File: config.mk
export PLATFORM = sky130hd
export DESIGN_NAME = port_b_pulldown_pin_logic
export DESIGN_NICKNAME = d
export VERILOG_FILES = /design/src/common/port_b_pkg.sv /design/src/verilog/port_b_pin_cell.sv /design/src/verilog/port_b_read_mux.sv /design/src/verilog/port_b_pulldown_pin_logic.sv
export SDC_FILE = /design/constraint.sdc
export NUM_CORES = 1
export LEC_CHECK = 0
export ABC_CLOCK_PERIOD_IN_PS = 2500
export BUFFER_PORTS_ARGS = -buffer_cell sky130_fd_sc_hd__clkbuf_2
export CAP_MARGIN = 25
export CORE_ASPECT_RATIO = 0.75
export CORE_UTILIZATION = 38
export DETAILED_ROUTE_END_ITERATION = 12
export PLACE_DENSITY = 0.74
export SETUP_SLACK_MARGIN = 0.2
export SLEW_MARGIN = 10
export SYNTH_ARGS = -nofsm -noshare
export SYNTH_HDL_FRONTEND = slang
export SYNTH_SLANG_ARGS = --single-unit
File: constraint.sdc
create_clock -name pclk -period 2.5 [get_ports pclk]
set_clock_uncertainty 0.15 [all_clocks]
set_input_delay 0.125 -clock pclk [delete_from_list [all_inputs] [get_ports pclk]]
set_output_delay 0.125 -clock pclk [all_outputs]
set_load 0.02 [all_outputs]
File: src/common/port_b_pkg.sv
package port_b_pkg;

  localparam int port_width = 8;
  localparam int shared_pins = 4;
  localparam int compare_pin = 4;
  localparam int analog_channel_pin = 4;

  // Byte addresses on APB (data register at 0x0001 is an index: byte address is 4x)
  localparam logic [11:0] data_reg_index = 12'h0001;
  localparam logic [11:0] data_reg_addr = 12'h0004;
  localparam logic [11:0] direction_reg_addr = 12'h0014;
  localparam logic [11:0] pulldown_inhibit_reg_addr = 12'h0018;
  localparam logic [11:0] timer_control_reg_addr = 12'h001C;

  localparam logic [7:0] direction_reset = 8'h00;
  localparam logic [7:0] pulldown_inhibit_reset = 8'h00;
  localparam logic [7:0] data_latch_init = 8'h00;
  localparam logic timer_level_reset = 1'b0;
  localparam int timer_level_bit = 0;
  localparam logic [31:0] undefined_read = 32'h0000_0000;
  localparam logic [31:0] zero_word = 32'h0000_0000;

  typedef struct packed {
    logic [7:0] data_out;
    logic [7:0] drive_en;
    logic [7:0] pulldown_en;
  } pin_drive_s;

  typedef struct packed {
    logic comparator1_out;
    logic comparator1_out_enable;
    logic comparator_option;
    logic pulldown_option_off;
  } analog_ctrl_s;

endpackage : port_b_pkg

File: src/verilog/port_b_pin_cell.sv
`timescale 1ns/1ps
`default_nettype none

module port_b_pin_cell (
  // Control
  input wire logic dir,
  input wire logic pulldown_off,
  input wire logic option_off,
  input wire logic drive_value,
  // Pin
  input wire logic pin_in,
  // Result
  output logic pin_oe,
  output logic pin_out,
  output logic pulldown_en,
  output logic read_value
);

  assign pin_oe = dir;
  assign pin_out = drive_value;
  // Output mode always kills the pulldown; option overrides inhibit bit
  assign pulldown_en = ~dir & ~pulldown_off & ~option_off;
  assign read_value = dir ? drive_value : pin_in;

endmodule : port_b_pin_cell

`default_nettype wire

File: src/verilog/port_b_read_mux.sv
`timescale 1ns/1ps
`default_nettype none

module port_b_read_mux
  import port_b_pkg::*;
(
  // Select
  input wire logic [11:0] addr,
  // Sources
  input wire logic [7:0] port_value,
  input wire logic [7:0] direction,
  input wire logic timer_level,
  // Result
  output logic [31:0] rdata,
  output logic slverr
);

  always_comb begin
    rdata = zero_word;
    slverr = 1'b0;
    case (addr)
      data_reg_addr: rdata = {24'h00_0000, port_value};
      direction_reg_addr: rdata = {24'h00_0000, direction};
      // Write-only: fixed pattern, no side effect on stored bits
      pulldown_inhibit_reg_addr: rdata = undefined_read;
      timer_control_reg_addr: rdata = {31'h0000_0000, timer_level};
      default: slverr = 1'b1;
    endcase
  end

endmodule : port_b_read_mux

`default_nettype wire

File: src/verilog/port_b_pulldown_pin_logic.sv
// Summary of operation
// Pulldown inhibit register is write-only; reads return junk, no side effect.
// Reset clears all eight inhibit bits, pulldowns on for inputs.
// Inhibit bit 1 turns pulldown off; 0 enables it only on inputs.
// Pulldown option input forces all pulldowns off regardless of bits.
// Output direction drives pin from latch and disables pulldown.
// Reading an output bit returns data latch value.
// Reading an input bit returns digital pin level, analog too.
// Data latch writes always take effect regardless of direction.
// Lower four pins feed another module; pulldown loads it too.
// Direction register always readable and writable.
// Fifth pin drives OR of latch, timer level, gated comparator.
// Comparator term needs output 1, enable 1 and option enabled.
// Fifth pin output high by timer or comparator reads back 1.
// Software clears timer level and option for data-only drive.
// Software clears data bit and option for timer drive.
// Fifth pin feeds analog channel 4; input reads binary.
// Direction 1 enables output, 0 input; reset clears direction.
// Reset leaves data latches; data register at index 0x0001.
// Bus writes land on completing edge; pins follow next cycle.
//
// Decided for this implementation: the APB register port and the register offsets.
`timescale 1ns/1ps
`default_nettype none

module port_b_pulldown_pin_logic
  import port_b_pkg::*;
#(
  parameter int width = port_width
) (
  // Clock and reset
  input wire logic pclk,
  input wire logic presetn,
  // APB slave
  input wire logic psel,
  input wire logic penable,
  input wire logic pwrite,
  input wire logic [11:0] paddr,
  input wire logic [31:0] pwdata,
  input wire logic [3:0] pstrb,
  output logic [31:0] prdata,
  output logic pready,
  output logic pslverr,
  // Analog and option controls
  input wire port_b_pkg::analog_ctrl_s analog_ctrl,
  // Port pins
  input wire logic [7:0] port_pin_in,
  output logic [7:0] port_pin_out,
  output logic [7:0] port_pin_oe,
  output logic [7:0] pulldown_en,
  // Alternate taps
  output logic [3:0] shared_module_in,
  output logic analog_in_ch4,
  output logic timer_compare_pin,
  output port_b_pkg::pin_drive_s pin_drive
);
  import port_b_pkg::*;

  ////////////////////////////////////////////////////////////////////////////
  // Bus decode

  logic wr_en;
  logic [7:0] data_latch_r;
  logic [7:0] direction_reg_r;
  logic [7:0] pulldown_inhibit_reg_r;
  logic timer_control_reg_r;
  logic [7:0] read_value;
  logic [7:0] drive_value;
  logic [7:0] pin_oe_c;
  logic [7:0] pin_out_c;
  logic [7:0] pd_c;
  logic [31:0] rdata_c;
  logic slverr_c;
  logic comparator_term;

  // Zero-wait slave; every access completes in its first access cycle
  assign pready = 1'b1;
  assign wr_en = psel & penable & pwrite & pstrb[0];

  ////////////////////////////////////////////////////////////////////////////
  // Registers

  // No reset: port data survives reset
  always_ff @(posedge pclk) begin
    if (wr_en && paddr == data_reg_addr) begin
      data_latch_r <= pwdata[7:0];
    end
  end

  always_ff @(posedge pclk or negedge presetn) begin
    if (!presetn) begin
      direction_reg_r <= direction_reset;
    end else if (wr_en && paddr == direction_reg_addr) begin
      direction_reg_r <= pwdata[7:0];
    end
  end

  always_ff @(posedge pclk or negedge presetn) begin
    if (!presetn) begin
      pulldown_inhibit_reg_r <= pulldown_inhibit_reset;
    end else if (wr_en && paddr == pulldown_inhibit_reg_addr) begin
      pulldown_inhibit_reg_r <= pwdata[7:0];
    end
  end

  always_ff @(posedge pclk or negedge presetn) begin
    if (!presetn) begin
      timer_control_reg_r <= timer_level_reset;
    end else if (wr_en && paddr == timer_control_reg_addr) begin
      timer_control_reg_r <= pwdata[timer_level_bit];
    end
  end

  ////////////////////////////////////////////////////////////////////////////
  // Pin logic

  assign comparator_term = analog_ctrl.comparator1_out & analog_ctrl.comparator1_out_enable
                           & analog_ctrl.comparator_option;

  always_comb begin
    drive_value = data_latch_r;
    // OR of the three sources; reads back the OR so a forced high shows as 1
    drive_value[compare_pin] = data_latch_r[compare_pin] | timer_control_reg_r
                               | comparator_term;
  end

  genvar i;
  generate
    for (i = 0; i < width; i++) begin : g_pin
      port_b_pin_cell u_cell (
        .dir(direction_reg_r[i]),
        .pulldown_off(pulldown_inhibit_reg_r[i]),
        .option_off(analog_ctrl.pulldown_option_off),
        .drive_value(drive_value[i]),
        .pin_in(port_pin_in[i]),
        .pin_oe(pin_oe_c[i]),
        .pin_out(pin_out_c[i]),
        .pulldown_en(pd_c[i]),
        .read_value(read_value[i])
      );
    end
  endgenerate

  // Registered pin drive: visible the cycle after the write edge
  always_ff @(posedge pclk or negedge presetn) begin
    if (!presetn) begin
      port_pin_oe <= direction_reset;
      port_pin_out <= data_latch_init;
      pulldown_en <= ~pulldown_inhibit_reset;
    end else begin
      port_pin_oe <= pin_oe_c;
      port_pin_out <= pin_out_c;
      pulldown_en <= pd_c;
    end
  end

  assign pin_drive.data_out = port_pin_out;
  assign pin_drive.drive_en = port_pin_oe;
  assign pin_drive.pulldown_en = pulldown_en;

  // Pins feed other modules directly, whatever the direction
  assign shared_module_in = port_pin_in[shared_pins-1:0];
  assign analog_in_ch4 = port_pin_in[analog_channel_pin];
  assign timer_compare_pin = port_pin_out[compare_pin];

  ////////////////////////////////////////////////////////////////////////////
  // Read path

  port_b_read_mux u_rmux (
    .addr(paddr),
    .port_value(read_value),
    .direction(direction_reg_r),
    .timer_level(timer_control_reg_r),
    .rdata(rdata_c),
    .slverr(slverr_c)
  );

  always_comb begin
    prdata = zero_word;
    pslverr = 1'b0;
    if (psel && penable) begin
      pslverr = slverr_c;
      if (!pwrite) begin
        prdata = rdata_c;
      end
    end
  end

endmodule : port_b_pulldown_pin_logic

`default_nettype wire

# Yosys cells after proc, flatten, opt, wreduce, memory -nomap -nowiden
# Index checks and enable logic that the tools add are counted.
# classes
n_eq_ne,4
muxes,13
bitwise_logic,40
n_reduce_logical,6
# op_table
cell,count
32-bit two-way mux,2
"12-bit by 5-bit == test with 1-bit output, second input constant",3
8-bit case mux with 3 select lines,1
1-bit bitwise AND,21
1-bit NOT,17
"12-bit by 3-bit == test with 1-bit output, second input constant",1
1-bit two-way mux,10
1-bit logical AND,5
4-bit OR reduction,1
1-bit OR,2
# totals
regBits,49
in_bits,65
out_inout_bits,88
elab_cells,70

# Depth between registers and ports, before layout
# logic_depth
word_depth,7
ltp_mapped,5
depth_no_buf,4

# Modules after synthesis
# A second synthesis with hierarchy kept.
# hier_totals
cells_unflattened,234
area_unflattened_um2,2742.6
# modules_own_cells
mod,instances,cells_per_inst,area_each_um2,seq_area_each_um2
port_b_pulldown_pin_logic,1,149,2059.5,1276.2
port_b_read_mux,1,53,402.9,0.0
port_b_pin_cell,8,4,35.0,0.0

# Least setup slack after synthesis
# Ideal clock, no wire load.
# synth_timing
path_kind,input to output
from,in paddr[9]
to,out prdata[6]
arrival_time_ps,1469
required_time_ps,2225
setup_slack_ps,756
cell_stages,4
path_buffers,0
path_cell_list,nor4_4 -> and3_1 -> nand4b_1 -> nor3_1
# synth_via
elab_chain_len,4
word_cells_on_any_way,6
cone_classes,eq/ne: 3; mux: 3
# synth_rtl
item,line_no,source
from (decl),port_b_pulldown_pin_logic.sv:38,"input wire logic [11:0] paddr,"
12-bit by 5-bit == test with 1-bit output or 12-bit by 3-bit == test with 1-bit output (tied branches),port_b_read_mux.sv:21,case (addr)
8-bit case mux with 3 select lines *,port_b_read_mux.sv:21,
32-bit two-way mux *,port_b_pulldown_pin_logic.sv:183,if (!pwrite) begin
32-bit two-way mux *,port_b_pulldown_pin_logic.sv:181,if (psel && penable) begin
to (decl),port_b_pulldown_pin_logic.sv:41,"output logic [31:0] prdata,"
# Every way passes the cells marked *; elsewhere a longest branch is shown, timed or not.

# Worst setup path after layout
# layout_timing
from,in paddr[9]
to,out prdata[5]
# The elaborated chain is that of the path after synthesis.

==> reports/qor.txt <==
First-pass GRT wire length: 6840 um
Die area: 0.00631 mm2
CP max FO: 5
Final Setup Violations: 0
Multi-input gate area: 657 um2
Core Footprint: 0.00580 mm2
Compound-gate portion of the synthesized area: 0.0423
Initial antenna violation count: 0
Fin crit period: 2030 ps
First-pass DRT Iterations: 4
Clk_lat worst skew: 280 ps
Sink Count: 49
DP Wirelength: 3190 um
Worst path required time: 2230 ps
Avg Cell Area, Syn: 12.1 um2
Library cells used by synthesis: 27
Initial Utilization: 0.393
Relative slew slack: 0.648
Vias in the first global route: 1,387
Post-synthesis xor/xnor area fraction: 0
CP Launch Type: primary input
Sequential Area: 0.00128 mm2
Detailed Route WL: 4320 um
Ys Warns: 0
Routed WL per cell: 12.2 um
GRT Overall Usage: 0.141
Max_cap viols: 0
Die height: 69.1 um
Iter 0 DRT Violations: 30
Worst setup EP type: output pin
Post-synthesis simple-gate area fraction: 0.121
Grt ovf: 0
Std cell rows: 24
Met3 Wirelength: 286 um
Setup TNS: 0 ps
Drt drc: 0
Maximum clock frequency: 492 MHz
Cells after Synth: 189
Final Cycle Share: 0.813
Inserted Diodes: 0
Hold crit path type: primary input to register
Die W: 91.4 um
Vias per cell: 4.34
Crit Path Class: primary input to output pin
Fillers: 549
Post-synthesis adder-cell area fraction: 0
Mux contribution to synthesized area: 0.0840
Worst hold path depth: 4
Largest net degree at the start of global routing: 42
Power Dens Cells: 514 mW/mm2
Num CTS Buffers: 5
TritonCTS clock tree: built
Final max-slew violation count: 0
Sequential cell area fraction in the yosys report: 0.560
Clock-pin slew on the worst setup and hold paths: 80 ps
Mapped Area: 0.00228 mm2
Critical Path AT: 1760 ps
Metal2 WL: 2210 um
Via count: 1,542
Clock Path Buffers: 2
Final nets: 341
Detail Route Antenna Nets: 0
Gpl congestion: 0.711
Share of cells above drive strength 1: 0.498
Area Overhead vs Synth: 21.3%
PortBufs: 100
Metal-1 WL: 1820 um
CTS root buf: clkbuf_8
Post-Place Cells: 335
I/O pin total: 153
Reg2Reg Depth: 2
Synth Register Bits: 49
Tightest Pin Transition: 527 ps
H-Tree Level Count: 2
Max VDD drop: 0.240 mV
Pleak: 0.00143 uW
Hold violation total from the final report: 0
Main combinational cell family by area after synthesis: buffers and inverters
Non-Filler Instances: 355
Setup repair after global routing missed its margin: no
Top Layer Used: met4
Status: finished, final reports clean
-- cell type report --
| cell class | count | share of cell area |
|---|---|---|
| clock buffers | 7 | 0.0276 |
| flip-flops and latches | 49 | 0.462 |
| multi-input cells | 103 | 0.238 |
| clock inverters | 1 | 0.00181 |
| inverters | 2 | 0.00272 |
| well taps | 78 | 0.0353 |
| repair buffers | 115 | 0.233 |
-- timing repair --
| item | 4_1_cts | 5_1_grt |
|---|---|---|
| hold endpoints to repair | 61 | 0 |
| setup buffers | 0 | 0 |
| resized for setup | 0 | 0 |
| hold buffers | 12 | 0 |
-- metal layers --
metal / GRT usage / up-vias
li1: - / 737
met1: 0.172 / 735
met2: 0.246 / 68
met3: 0.0408 / 2
met4: 0.0353 / 0
met5: 0 / -
-- sequential cells by signal, indices dropped and copies added, names as in the netlist --
name and flops:
data_latch_r 8, direction_reg_r 8, port_pin_oe 8, port_pin_out 8, pulldown_en 8, pulldown_inhibit_reg_r 8
timer_control_reg_r 1
-- per-stage QoR --
step / setup slack [ps] / power (uW) / utilization / hold slack [ps] / cell area, um2
6_report: 466 / 1420 / 0.477 / 191 / 2760
2_1_floorplan: 756 / 973 / - / -321 / 2360
5_1_grt: 364 / 1480 / 0.477 / 206 / 2760
3_5_place_dp: 428 / 1000 / 0.442 / 68.9 / 2560
3_3_place_gp: 454 / 998 / 0.442 / 68.3 / 2560
4_1_cts: 427 / 1440 / 0.477 / 182 / 2760
-- synth_stat cells --
library cell | number | area (um2)
buf_4 | 55 | 413
dfrtp_1 | 33 | 826
mux2_2 | 16 | 180
nor3_1 | 11 | 55.1
nand2_1 | 10 | 37.5
a21oi_1 | 9 | 45.0
nor2_1 | 9 | 33.8
dfstp_2 | 8 | 210
edfxtp_1 | 8 | 240
o21ai_0 | 6 | 30.0
clkbuf_1 | 3 | 11.3
nor3b_1 | 3 | 22.5
conb_1 | 2 | 7.51
inv_1 | 2 | 7.51
nor3_4 | 2 | 32.5
a311o_1 | 1 | 10.0
and3_1 | 1 | 6.26
and4_1 | 1 | 8.76
mux2_1 | 1 | 11.3
nand2b_1 | 1 | 6.26
nand3_1 | 1 | 5.00
nand4_1 | 1 | 6.26
nand4_4 | 1 | 21.3
nand4b_1 | 1 | 8.76
nor3_2 | 1 | 10.0
nor4_4 | 1 | 21.3
o2111a_1 | 1 | 11.3
-- worst paths after layout --
check                      slack [ps]           startpoint                   to
max in group asynchronous        1550              presetn       pulldown_en[0]
hold reg to reg                   220      data_latch_r[1]      port_pin_out[1]
hold / removal                    190             paddr[3]  timer_control_reg_r
setup reg to reg                  890  timer_control_reg_r      port_pin_out[4]
min in group asynchronous         280              presetn       port_pin_oe[3]
setup / recovery                  470             paddr[9]            prdata[5]
-- cell families after synthesis --
kind of cell / after synthesis
AOI/OAI and AO/OA: 17
other: 2
muxes: 17
DFF: 49
buffers and inverters: 60
and+or+nand+nor: 44
-- cells in the final DEF, fill, tap and decap left out, types with 2 or more instances in the layout --
| master | netlist | final |
|---|---|---|
| a21oi_1 | 9 | 9 |
| buf_4 | 55 | 3 |
| clkbuf_1 | 3 | 2 |
| clkbuf_2 | 0 | 100 |
| clkbuf_8 | 0 | 5 |
| conb_1 | 2 | 25 |
| dfrtp_1 | 33 | 33 |
| dfstp_2 | 8 | 8 |
| dlygate4sd3_1 | 0 | 12 |
| edfxtp_1 | 8 | 8 |
| inv_1 | 2 | 2 |
| mux2_2 | 16 | 16 |
| nand2_1 | 10 | 10 |
| nor2_1 | 9 | 9 |
| nor3_1 | 11 | 11 |
| nor3_4 | 2 | 2 |
| nor3b_1 | 3 | 3 |
| o21ai_0 | 6 | 6 |
-- worst max-delay path, stage by stage --
cell      delay [ps]
clkbuf_2         100
nor4_4           360
and3_1           270
nand4b_1         310
buf_4            280
a21oi_1          120
clkbuf_2         190
-- report_power, final --
| group | leakage, uW | internal (uW) | switching (uW) |
|---|---|---|---|
| Sequential | 0.000598 | 822 | 3.80 |
| Combinational | 0.000788 | 55.5 | 115 |
| Clock | 0.0000422 | 196 | 228 |
| Total | 0.00143 | 1070 | 347 |
Power figures use the tool's default switching activity.
